**src/hw/adcr_pkg.sv**
```systemverilog
// Package with register map, field layout and carrier types for the conductance bank
package adcr_pkg;

  localparam int unsigned ADDR_W = 8;
  localparam int unsigned DATA_W = 32;

  // Byte addresses of the registers
  localparam logic [7:0] N_ON_IDX   = 8'h27;
  localparam logic [7:0] P_CW_IDX   = 8'h28;
  localparam logic [7:0] P_MOD_IDX  = 8'h29;
  localparam logic [7:0] N_OFF_IDX  = 8'h2a;
  localparam logic [7:0] CTRL_IDX   = 8'h2b;
  localparam logic [7:0] STAT_IDX   = 8'h2c;

  // Reset values
  localparam logic [7:0] N_ON_RST   = 8'h88;
  localparam logic [7:0] P_CW_RST   = 8'h20;
  localparam logic [7:0] P_MOD_RST  = 8'h20;
  localparam logic [7:0] N_OFF_RST  = 8'h88;
  localparam logic [7:0] CTRL_RST   = 8'h00;

  // Field positions
  localparam int unsigned N_CW_LSB  = 4;
  localparam int unsigned N_W       = 4;
  localparam int unsigned P_W       = 6;
  localparam logic [7:0] P_MASK     = 8'h3f;
  localparam int unsigned CTRL_PD   = 0;
  localparam int unsigned CTRL_ASK  = 1;
  localparam int unsigned CTRL_TX1  = 2;
  localparam int unsigned CTRL_TX2  = 3;
  localparam int unsigned CTRL_MOD  = 4;
  localparam logic [7:0] CTRL_MASK  = 8'h1f;

  typedef struct packed {
    logic [3:0] n_cond;
    logic [5:0] p_cond;
    logic       full_ask;
  } adcr_drive_type;

endpackage

```
**src/hw/adcr_weight.sv**
```systemverilog
// Binary weighted expansion of one conductance field with power-down forcing
`timescale 1ns/10ps
module adcr_weight #(
  parameter int unsigned W = 4
) (
  input  wire logic [W-1:0]      field,
  input  wire logic              power_down,
  output logic [(1<<W)-2:0]      segments
);
  logic [W-1:0] eff;

  assign eff = power_down ? (field | {1'b1, {(W-1){1'b0}}}) : field;

  // Bit k enables 2**k unit segments
  genvar k;
  generate
    for (k = 0; k < W; k++) begin : g_bit
      assign segments[(1<<(k+1))-2 -: (1<<k)] = {(1<<k){eff[k]}};
    end
  endgenerate
endmodule // adcr_weight

```
**src/hw/adcr_regs.sv**
```systemverilog
// Antenna driver conductance register bank with Avalon-MM slave
//
// Behaviour
// N-on register 27h, fields 7..4/3..0, reset 88h
// Modulation uses modulation field, else carrier field
// N-on values only while a driver on
// Fields are binary weighted conductance
// Soft power-down forces each field MSB high; P stays zero while modulating with full ASK
// P carrier register 28h, bits 5..0, reset 20h
// P modulation register 29h, bits 5..0, reset 20h
// Forced full ASK voids P modulation value
// P register bits 7..6 read zero
// N-off register gives values when drivers off
// Writes to reserved P bits ignored
//
// Our own choice: the Avalon-MM interface to the registers.
`timescale 1ns/10ps
module adcr_regs (
  input  wire logic        mclk,
  input  wire logic        sys_rst,
  input  wire logic [7:0]  avs_address,
  input  wire logic        avs_read,
  input  wire logic        avs_write,
  input  wire logic [31:0] avs_writedata,
  input  wire logic [3:0]  avs_byteenable,
  output logic [31:0]      avs_readdata,
  output logic             avs_waitrequest,
  output logic [1:0]       avs_response,
  input  wire logic        modulation_in,
  output logic [3:0]       n_conductance,
  output logic [5:0]       p_conductance,
  output logic             forced_full_ask,
  output logic [14:0]      n_segments,
  output logic [62:0]      p_segments
);
  logic [7:0] n_on_q;
  logic [7:0] p_cw_q;
  logic [7:0] p_mod_q;
  logic [7:0] n_off_q;
  logic [7:0] ctrl_q;
  logic       mod_s1_q;
  logic       mod_s2_q;
  logic       ack_q;
  logic [31:0] rdata_q;
  logic [1:0]  resp_q;
  adcr_pkg::adcr_drive_type drive_d;
  adcr_pkg::adcr_drive_type drive_q;

  // Bus decode: one wait state, answer on second edge
  wire        req      = (avs_read | avs_write) & ~ack_q;
  wire        wr_ok    = avs_write & ack_q & avs_byteenable[0];
  wire        hit_n_on = avs_address == adcr_pkg::N_ON_IDX;
  wire        hit_p_cw = avs_address == adcr_pkg::P_CW_IDX;
  wire        hit_p_md = avs_address == adcr_pkg::P_MOD_IDX;
  wire        hit_noff = avs_address == adcr_pkg::N_OFF_IDX;
  wire        hit_ctrl = avs_address == adcr_pkg::CTRL_IDX;
  wire        hit_stat = avs_address == adcr_pkg::STAT_IDX;
  wire        hit_any  = hit_n_on | hit_p_cw | hit_p_md | hit_noff | hit_ctrl | hit_stat;
  wire [7:0]  wbyte    = avs_writedata[7:0];

  // Control fields
  wire power_down  = ctrl_q[adcr_pkg::CTRL_PD];
  wire full_ask    = ctrl_q[adcr_pkg::CTRL_ASK];
  wire drivers_on  = ctrl_q[adcr_pkg::CTRL_TX1] | ctrl_q[adcr_pkg::CTRL_TX2];
  wire modulating  = mod_s2_q | ctrl_q[adcr_pkg::CTRL_MOD];

  // N field choice
  wire [7:0] n_src    = drivers_on ? n_on_q : n_off_q;
  wire [3:0] n_cw     = n_src[adcr_pkg::N_CW_LSB +: adcr_pkg::N_W];
  wire [3:0] n_md     = n_src[adcr_pkg::N_W-1:0];
  wire [3:0] n_raw    = modulating ? n_md : n_cw;

  // P field choice; full ASK drives zero P conductance while modulating
  wire [5:0] p_cw     = p_cw_q[adcr_pkg::P_W-1:0];
  wire [5:0] p_md     = full_ask ? 6'h00 : p_mod_q[adcr_pkg::P_W-1:0];
  wire [5:0] p_raw    = modulating ? p_md : p_cw;
  wire       p_md_sel = modulating & ~full_ask;

  wire [3:0] n_eff    = power_down ? (n_raw | 4'h8) : n_raw;
  wire [5:0] p_eff    = (power_down & (~modulating | p_md_sel)) ? (p_raw | 6'h20) : p_raw;

  wire [7:0] stat_val = {2'h0, drivers_on, modulating, n_eff};

  always_comb begin
    drive_d.n_cond   = n_eff;
    drive_d.p_cond   = p_eff;
    drive_d.full_ask = full_ask & modulating;
  end

  wire [7:0] rd_byte = hit_n_on ? n_on_q :
                       hit_p_cw ? (p_cw_q & adcr_pkg::P_MASK) :
                       hit_p_md ? (p_mod_q & adcr_pkg::P_MASK) :
                       hit_noff ? n_off_q :
                       hit_ctrl ? ctrl_q :
                       hit_stat ? stat_val : 8'h00;

  always_ff @(posedge mclk or posedge sys_rst) begin
    if (sys_rst) begin
      n_on_q  <= adcr_pkg::N_ON_RST;
      p_cw_q  <= adcr_pkg::P_CW_RST;
      p_mod_q <= adcr_pkg::P_MOD_RST;
      n_off_q <= adcr_pkg::N_OFF_RST;
      ctrl_q  <= adcr_pkg::CTRL_RST;
    end else if (wr_ok) begin
      if (hit_n_on) n_on_q <= wbyte;
      if (hit_p_cw) p_cw_q <= wbyte & adcr_pkg::P_MASK;
      if (hit_p_md) p_mod_q <= wbyte & adcr_pkg::P_MASK;
      if (hit_noff) n_off_q <= wbyte;
      if (hit_ctrl) ctrl_q <= wbyte & adcr_pkg::CTRL_MASK;
    end
  end

  always_ff @(posedge mclk or posedge sys_rst) begin
    if (sys_rst) begin
      ack_q   <= 1'b0;
      rdata_q <= 32'h0000_0000;
      resp_q  <= 2'h0;
    end else begin
      ack_q   <= req;
      rdata_q <= (req & avs_read) ? {24'h00_0000, rd_byte} : 32'h0000_0000;
      resp_q  <= (req & ~hit_any) ? 2'h2 : 2'h0;
    end
  end

  // Modulation input comes from the transmitter pin domain
  always_ff @(posedge mclk or posedge sys_rst) begin
    if (sys_rst) begin
      mod_s1_q <= 1'b0;
      mod_s2_q <= 1'b0;
      drive_q  <= '0;
    end else begin
      mod_s1_q <= modulation_in;
      mod_s2_q <= mod_s1_q;
      drive_q  <= drive_d;
    end
  end

  assign avs_waitrequest = (avs_read | avs_write) & ~ack_q;
  assign avs_readdata    = rdata_q;
  assign avs_response    = resp_q;
  assign n_conductance   = drive_q.n_cond;
  assign p_conductance   = drive_q.p_cond;
  assign forced_full_ask = drive_q.full_ask;

  adcr_weight #(.W(4)) u_n_weight (
    .field      (drive_q.n_cond),
    .power_down (1'b0),
    .segments   (n_segments)
  );

  adcr_weight #(.W(6)) u_p_weight (
    .field      (drive_q.p_cond),
    .power_down (1'b0),
    .segments   (p_segments)
  );

endmodule // adcr_regs

```
**config.mk**
```make
export PLATFORM = sky130hd
export DESIGN_NAME = adcr_regs
export DESIGN_NICKNAME = d
export VERILOG_FILES = /design/src/hw/adcr_pkg.sv /design/src/hw/adcr_weight.sv /design/src/hw/adcr_regs.sv
export SDC_FILE = /design/constraint.sdc
export NUM_CORES = 1
export LEC_CHECK = 0
export ABC_AREA = 1
export BUFFER_PORTS_ARGS = -buffer_cell sky130_fd_sc_hd__buf_4
export CAP_MARGIN = 0
export CORE_MARGIN = 2
export CORE_UTILIZATION = 47
export CTS_CLUSTER_DIAMETER = 200
export DETAILED_ROUTE_END_ITERATION = 12
export PLACE_DENSITY = 0.81
export SYNTH_ARGS = -nofsm -noshare
export SYNTH_HDL_FRONTEND = slang
export SYNTH_SLANG_ARGS = --single-unit
```
**constraint.sdc**
```tcl
create_clock -name mclk -period 2.1 [get_ports mclk]
set_input_delay 0.21 -clock mclk [delete_from_list [all_inputs] [get_ports mclk]]
set_output_delay 0.21 -clock mclk [all_outputs]
set_load 0.005 [all_outputs]
```
==> impl_metrics.json, run 1 <==
{
  "clk_pin_slew_ns": 0.10,
  "synth-main-ff-cell": "dfrtp_1",
  "reg2reg_depth": 8,
  "clock_skew_ns": 0.00862,
  "worst_ep_arrival_time_ns": 1.70,
  "cp_cell_sequence": "nor2_2 > inv_1 > nand3_1 > and2_4 > nand2_1 > nand4_1 > nor2_1 > nor2_1",
  "cp-end-kind": "flip-flop",
  "post_cts_buffers": 0,
  "worstReg2RegStart": "ctrl_q[4]$_DFFE_PP0P_",
  "leakage_nw": 2.18,
  "path_class": "flip-flop to flip-flop",
  "synth_common_cells": "buf_4 (103), nand2_1 (74), dfrtp_1 (50)",
  "syn_area_sq_um": 3610,
  "root_buffer": "clkbuf_8",
  "area_delta_synth_final_pct": 12.7,
  "ys_types": 33,
  "crit_start": "ctrl_q[4]$_DFFE_PP0P_",
  "initial_core_util_pct": 49.2,
  "crit_required_ns": 2.32,
  "dpl.cell_count": 554,
  "cts_tree": "yes",
  "yosysSeqAreaShare_pct": 39.0,
  "antenna_left": 0,
  "crit_path_end": "avs_readdata[0]$_DFF_PP0_",
  "syn_inst": 416,
  "status": "finished clean",
  "crit_buf_inv": 1,
  "n_fill_cell": 666,
  "drt_iter0_drc": 214,
  "grt_max_degree": 34,
  "io_buffers": 120,
  "hpwl_um": 5880,
  "async_flop_share_pct": 100,
  "r2r_end": "avs_readdata[0]$_DFF_PP0_",
  "grt_pass1_wl_um": 12000,
  "min_period_ns": 1.47,
  "avgSynthCellArea_sq_um": 8.67,
  "clk_path_buf_depth": 2,
  "synth-edff-count": 0,
  "drt-pass1-iter-count": 4,
  "post-route-drc-count": 0,
  "setup_viol": 0,
  "cts_sinks": 56,
  "stdcell_count": 564,
  "pin_count": 173,
  "finalCritPeriodShare_pct": 70.2,
  "cap_violations": 0,
  "crit_path_start_kind": "flip-flop",
  "antenna_found_initial": 0,
  "final_nets": 513,
  "die-area_sq_um": 8390,
  "cp_common_cell": "nor2_1",
  "core_area_sq_um": 7330,
  "rsz0062_at_grt": "false",
  "cts.htree.levels": 2,
  "drive_gt1_share_pct": 44.5,
  "viasPerCell": 4.59,
  "synth.most_common_cell": "buf_4",
  "r2r_slack_ns": 0.63,
  "max_stage_delay_ns": 0.40,
  "rows": 31,
  "synth_area_leaders": "dfrtp_1 (35%), buf_4 (21%), nand2_1 (7.7%)",
  "finalMaxSlewViolations": 0,
  "path_depth": 8,
  "min_path_type": "input pin to flip-flop",
  "power_density_nw_per_um2": 535,
  "numCtsBuffers": 5,
  "final_cell_area_sq_um": 4070,
  "clk_latency_ns": 0.33,
  "die_x_um": 91.6,
  "track_usage_pct": 17.9,
  "wirelength_um": 7520,
  "wl_per_cell_um": 13.3,
  "yosys.area.top_type_share_pct": 34.7,
  "critPathTopFamily": "simple AND/OR/NAND/NOR gates",
  "dpl_cell_area_sq_um": 3920,
  "total_power_mw": 2.17,
  "place_congestion": 0.905,
  "hold_viol": 0,
  "ys_seq_elements": 56,
  "die_h_um": 91.6,
  "grt_pass1_vias": 2315,
  "diodes": 0,
  "via_count": 2590,
  "setup_tns_ns": 0,
  "max_freq_mhz": 678,
  "ir_drop_v": 0.000275,
  "grt-ovfl-total": 0,
  "dp_slack_ns": 0.642,
  "ys_warn_count": 0,
  "crit_fanout": 16,
  "yosys.area.top_type": "dfrtp_1",
  "setup_ws_ns": 0.625,
  "cp_slowest_cell": "dfrtp_1"
}
==> worst min path at each step <==
stage	start	end	slack [ns]	cells past startpoint
5_1_grt	avs_writedata[7]	n_on_q[7]$_DFFE_PP1P_	0.17	3
6_report	avs_writedata[7]	n_off_q[7]$_DFFE_PP1P_	0.14	3
2_1_floorplan	modulation_in	mod_s1_q$_DFF_PP0_	0.24	0
3_5_place_dp	sys_rst	p_mod_q[1]$_DFFE_PP0P_	0.28	2
4_1_cts	avs_writedata[7]	n_off_q[7]$_DFFE_PP1P_	0.15	3
3_3_place_gp	sys_rst	p_conductance[1]$_DFF_PP0_	0.26	2
==> area by class of cell <==
| cell class | instances | area, sq um | share of cell area [%] |
|---|---|---|---|
| clock buffers | 7 | 96.3 | 2.37 |
| repair buffers | 126 | 951 | 23.4 |
| clock inverters | 1 | 30.0 | 0.738 |
| well taps | 99 | 124 | 3.05 |
| inverters | 51 | 194 | 4.77 |
| flip-flops and latches | 56 | 1410 | 34.6 |
| multi-input cells | 224 | 1260 | 31.0 |
==> logic make-up after synthesis <==
kind of cell	after synthesis	synth area share, %
DFF	56	39.0
and+or+nand+nor	135	20.4
other	1	0.104
AOI/OAI and AO/OA	64	12.0
buffers and inverters	160	28.5
==> cells in the final DEF, fill, tap and decap left out, drive strengths merged, types with 5 or more instances in the layout <==
master,Yosys,layout
nand3,24,24
nor2,10,10
clkbuf,1,7
dfstp,6,6
nand2,88,88
dfrtp,50,50
o21ai,53,53
buf,108,124
nand4,5,5
conb,1,25
a21oi,11,11
inv,51,51
==> report_power, final <==
part	total, mW	internal (mW)	switching [mW]
clock	0.777	0.421	0.356
combinational	0.278	0.123	0.154
sequential	1.12	1.10	0.0190
==> registers in the layout, indices dropped and copies added, names as in the netlist <==
register         flops
mod_s2_q             1
n_conductance        4
p_conductance        6
p_mod_q              6
avs_readdata         8
n_on_q               8
avs_response         1
mod_s1_q             1
n_off_q              8
forced_full_ask      1
p_cw_q               6
ack_q                1
ctrl_q               5
==> worst min-delay path, delay by kind of cell <==
family | cells | cell delay (ns)
AO/OA/AOI/OAI | 1 | 0.06
buffers and inverters | 2 | 0.20
==> metal layers <==
metal,up-vias,wire length (um),track usage [%]
met5,-,0,0
met4,0,107,6.06
met3,7,651,3.70
met2,129,3670,29.2
met1,1183,3090,23.8
li1,1271,-,-
==> per-stage QoR <==
| stage | utilization [%] | hold slack (ns) |
|---|---|---|
| 6_report | 55.5 | 0.138 |
| 5_1_grt | 55.5 | 0.166 |
| 4_1_cts | 55.5 | 0.146 |
| 3_5_place_dp | 53.5 | 0.276 |
| 3_3_place_gp | 53.5 | 0.257 |
| 2_1_floorplan | - | 0.241 |
==> timing repair <==
action / CTS / global route
hold buffers: 2 / 0
endpoints found under the hold margin: 21 / 0
gates resized for setup: 0 / 0
Power figures use the tool's default switching activity.
==> run 2, diff against run 1 <==
Settings changed: CORE_UTILIZATION 47 to 42, PLACE_DENSITY 0.81 to 0.77.
Clock period 2.1 ns to 1.25 ns, I/O delays scaled along.
==> impl_metrics.json, run 2 (synthesized netlist as in run 1, its figures left out) <==
{
  "area_delta_synth_final_pct": 22.7,
  "place_congestion": 0.959,
  "final_nets": 539,
  "min_period_ns": 1.32,
  "crit_required_ns": 1.50,
  "cp_cell_sequence": "nor2_2 > buf_6 > nand2_1 > nand3_1 > and2_4 > nand2_1 > nand4_1 > nor2_1 > nor2_1",
  "diodes": 0,
  "clk_latency_ns": 0.32,
  "track_usage_pct": 16.3,
  "setup_ws_ns": -0.0750,
  "clock_skew_ns": 0.00844,
  "holdWs_ns": 0.0722,
  "fin_util_pct": 53.6,
  "power_density_nw_per_um2": 789,
  "stdcell_count": 596,
  "antenna_left": 0,
  "setup_tns_ns": -0.185,
  "cap_violations": 0,
  "drt-pass1-iter-count": 5,
  "post-route-drc-count": 0,
  "status": "complete, but fails checks",
  "viasPerCell": 4.54,
  "grt-ovfl-total": 0,
  "grt_pass1_wl_um": 12400,
  "crit_path_start_kind": "flip-flop",
  "dpl.cell_count": 581,
  "finalCritPeriodShare_pct": 106,
  "numCtsBuffers": 5,
  "setup_viol": 3,
  "crit_fanout": 6,
  "path_depth": 9,
  "total_power_mw": 3.50,
  "cts_sinks": 56,
  "clk_pin_slew_ns": 0.10,
  "die-area_sq_um": 9350,
  "cp-end-kind": "flip-flop",
  "rows": 33,
  "worst_ep_arrival_time_ns": 1.58,
  "die_x_um": 96.7,
  "path_class": "flip-flop to flip-flop",
  "dpl_cell_area_sq_um": 4130,
  "mostFrequentLayoutCells": "buf_4 (143), nand2_1 (65), dfrtp_1 (49)",
  "ir_drop_v": 0.000497,
  "leakage_nw": 2.36,
  "cts.htree.levels": 2,
  "max_stage_delay_ns": 0.42,
  "clk_path_buf_depth": 2,
  "final_cell_area_sq_um": 4430,
  "grt_pass1_vias": 2416,
  "drive_gt1_share_pct": 53.2,
  "root_buffer": "clkbuf_8",
  "dp_slack_ns": -0.123,
  "io_buffers": 120,
  "initial_core_util_pct": 43.7,
  "cts_tree": "yes",
  "hold_viol": 0,
  "critPathTopFamily": "simple AND/OR/NAND/NOR gates",
  "antenna_found_initial": 0,
  "violations": "setup timing",
  "max_freq_mhz": 755,
  "pin_count": 173,
  "finalMaxSlewViolations": 0,
  "drt_iter0_drc": 233,
  "wirelength_um": 7850,
  "wl_per_cell_um": 13.2,
  "hpwl_um": 6090,
  "core_area_sq_um": 8260,
  "min_path_type": "input pin to flip-flop",
  "die_h_um": 96.7,
  "hold_depth": 3,
  "crit_buf_inv": 1,
  "layout_commonest_cell": "buf_4",
  "grt_max_degree": 34,
  "cp_slowest_cell": "dfrtp_1",
  "rsz0062_at_grt": "true",
  "n_fill_cell": 760,
  "via_count": 2708,
  "reg2reg_depth": 9
}
-- run 2: per-layer routing --
metal,up-vias,part of all wire [%],global-route usage [%]
met5,-,0,0
met3,7,6.9,2.89
met2,120,50,27.2
met4,0,1.2,4.44
li1,1327,-,-
met1,1254,42,21.8
-- run 2: final timing paths --
check                                      start                         to  slack (ns)
max reg2reg                ctrl_q[3]$_DFFE_PP0P_  avs_readdata[0]$_DFF_PP0_       -0.07
max                        ctrl_q[3]$_DFFE_PP0P_  avs_readdata[0]$_DFF_PP0_       -0.07
max in group asynchronous                sys_rst      p_cw_q[5]$_DFFE_PP1P_        0.38
min in group asynchronous                sys_rst         mod_s1_q$_DFF_PP0_        0.34
min                             avs_writedata[7]     n_off_q[7]$_DFFE_PP1P_        0.07
min reg2reg                   mod_s1_q$_DFF_PP0_         mod_s2_q$_DFF_PP0_        0.37
-- run 2: area by class of cell --
cell class              instances  area (sq um)  area share (%)
inverters                      51           198            4.46
multi-input cells             224          1400            31.5
clock buffers                   5          68.8            1.55
repair buffers                152          1200            27.1
clock inverters                 3          26.3           0.593
well taps                     105           131            2.97
flip-flops and latches         56          1410            31.8
-- run 2: what timing repair did --
item	4_1_cts	5_1_grt
hold buffers	2	0
hold endpoints to repair	11	0
endpoints found under the setup margin	32	56
setup buffers	3	2
pin swaps	5	17
resized for setup	14	27
-- run 2: worst register-to-register path: stages, from the launching register on --
cell and delay (ns):
dfrtp_1 0.42, nor2_2 0.16, buf_6 0.15, nand2_1 0.05, nand3_1 0.08, and2_4 0.14, nand2_1 0.04, nand4_1 0.07
nor2_1 0.05, nor2_1 0.10
-- run 2: report_power, final --
part	internal, mW	leakage (nW)	switching [mW]
Sequential	1.85	0.746	0.0349
Clock	0.409	0.0423	0.635
Combinational	0.277	1.57	0.289
Total	2.54	2.36	0.959
==> run 3, diff against run 2 <==
Settings changed: CORE_MARGIN 2 to 8.
==> impl_metrics.json, run 3 (synthesized netlist as in run 1, its figures left out) <==
{
  "crit_fanout": 8,
  "grt-ovfl-total": 0,
  "clock_skew_ns": 0.0104,
  "track_usage_pct": 14.2,
  "status": "complete, but fails checks",
  "p_sw_share_pct": 26.7,
  "cp_common_cell": "nand2_1",
  "post-route-drc-count": 0,
  "max_freq_mhz": 757,
  "finalCritPeriodShare_pct": 106,
  "power_frac_clock_pct": 28.7,
  "clk_path_buf_depth": 2,
  "final_nets": 545,
  "path_depth": 9,
  "via_count": 2750,
  "wirelength_um": 8990,
  "clk_latency_ns": 0.32,
  "rsz0062_at_grt": "true",
  "antenna_left": 0,
  "drt_iter0_drc": 141,
  "violations": "setup timing",
  "drt-pass1-iter-count": 4,
  "crit_buf_inv": 1,
  "grt_pass1_vias": 2607,
  "total_power_mw": 3.46,
  "initial_core_util_pct": 42.4,
  "cap_violations": 0,
  "ir_drop_v": 0.000443,
  "path_class": "flip-flop to flip-flop",
  "rows": 34,
  "critPathTopFamily": "simple AND/OR/NAND/NOR gates",
  "power.combinational.fraction_pct": 16.9,
  "n_fill_cell": 787,
  "die_h_um": 109,
  "seq_power_share_pct": 54.4,
  "place_congestion": 0.954,
  "reg2reg_depth": 9,
  "hold_depth": 3,
  "p_switching_mw": 0.926,
  "die-area_sq_um": 11800,
  "crit_start": "ctrl_q[2]$_DFFE_PP0P_",
  "io_buffers": 120,
  "drive_gt1_share_pct": 52.7,
  "hpwl_um": 6950,
  "hold_viol": 0,
  "antenna_found_initial": 0,
  "cp_cell_sequence": "nor2_2 > buf_6 > nand2_1 > nand3_1 > nand3_2 > nand2_1 > nand3_1 > nand2_1 > a21oi_1",
  "min_path_type": "input pin to flip-flop",
  "grt_max_degree": 57,
  "dpl.cell_count": 584,
  "min_period_ns": 1.32,
  "cp_slowest_cell": "dfrtp_1",
  "core_area_sq_um": 8510,
  "max_stage_delay_ns": 0.44,
  "grt_pass1_wl_um": 13300,
  "hp-start": "avs_writedata[7]",
  "setup_tns_ns": -0.222,
  "holdWs_ns": 0.0695,
  "layout_commonest_cell": "buf_4",
  "seqCellArea_sq_um": 1410,
  "mostFrequentLayoutCells": "buf_4 (145), nand2_1 (69), dfrtp_1 (49)",
  "leakage_nw": 2.39,
  "setup_ws_ns": -0.0717,
  "cp-end-kind": "flip-flop",
  "crit_path_start_kind": "flip-flop",
  "stdcell_count": 605,
  "cts_sinks": 56,
  "p_int_mw": 2.54,
  "crit_required_ns": 1.45,
  "setup_viol": 5,
  "viasPerCell": 4.55,
  "finalMaxSlewViolations": 0,
  "numCtsBuffers": 5,
  "worst_ep_arrival_time_ns": 1.52,
  "worstReg2RegStart": "ctrl_q[2]$_DFFE_PP0P_",
  "diodes": 0,
  "clk_pin_slew_ns": 0.10,
  "area_delta_synth_final_pct": 24.1,
  "die_x_um": 109,
  "cts_tree": "yes",
  "root_buffer": "clkbuf_8",
  "pin_count": 173,
  "wl_per_cell_um": 14.9,
  "multi_input_area_sq_um": 1390,
  "power_density_nw_per_um2": 774,
  "cts.htree.levels": 2
}
## run 3: cell types whose count changed in the layout (fill, tap and decap cells not counted), moves of 4 or more
cell	delta
buf_6	+4
nand2_1	+4
nand2_2	-4
o21ai_0	-4
o21ai_1	+4
## run 3: tightest hold or removal path: stages
cell and delay, ns:
buf_4 0.10, inv_1 0.09, o21ai_2 0.06
## run 3: final cells by class
class	count	area share, %
well taps	108	3.02
multi-input cells	224	31.1
clock buffers	7	1.70
repair buffers	158	28.0
inverters	51	4.53
flip-flops and latches	56	31.5
clock inverters	1	0.196
## run 3: stage by stage
step / setup slack [ns] / cell area (sq um) / utilization, %
6_report: -0.0717 / 4480 / 52.6
2_1_floorplan: 0.0287 / 3700 / -
5_1_grt: -0.181 / 4480 / 52.6
4_1_cts: -0.0566 / 4280 / 50.2
3_3_place_gp: -0.113 / 4110 / 48.3
3_5_place_dp: -0.116 / 4110 / 48.3
## run 3: what timing repair did
item / CTS / global route
hold buffers: 2 / 0
hold endpoints to repair: 51 / 0
endpoints found under the setup margin: 50 / 28
gates resized for setup: 14 / 36
buffers inserted: 2 / 9
pin swaps: 10 / 16
## run 3: worst paths after layout
path / endpoint / slack, ns
max: avs_readdata[3]$_DFF_PP0_ / -0.07
min: n_on_q[7]$_DFFE_PP1P_ / 0.07
max reg2reg: avs_readdata[3]$_DFF_PP0_ / -0.07
min reg2reg: mod_s2_q$_DFF_PP0_ / 0.37
min in group asynchronous: n_on_q[6]$_DFFE_PP0P_ / 0.43
max in group asynchronous: p_mod_q[5]$_DFFE_PP1P_ / 0.53
## run 3: power by group through the flow
stage          Combinational (mW)  Clock [mW]  Sequential [mW]
6_report                    0.586       0.995             1.88
5_1_grt                     0.639        1.09             1.89
4_1_cts                     0.536        1.02             1.88
3_5_place_dp                0.517           0             1.92
3_3_place_gp                0.510           0             1.91
2_1_floorplan               0.366           0             1.92
## run 3: metal layers
metal  vias to the layer above  global-route usage (%)  routed length, um
met5                         -                       0                  0
met4                         0                    5.38                172
met3                        10                    3.72               1010
met2                       119                    24.3               4520
met1                      1289                    16.8               3290
li1                       1332                       -                  -
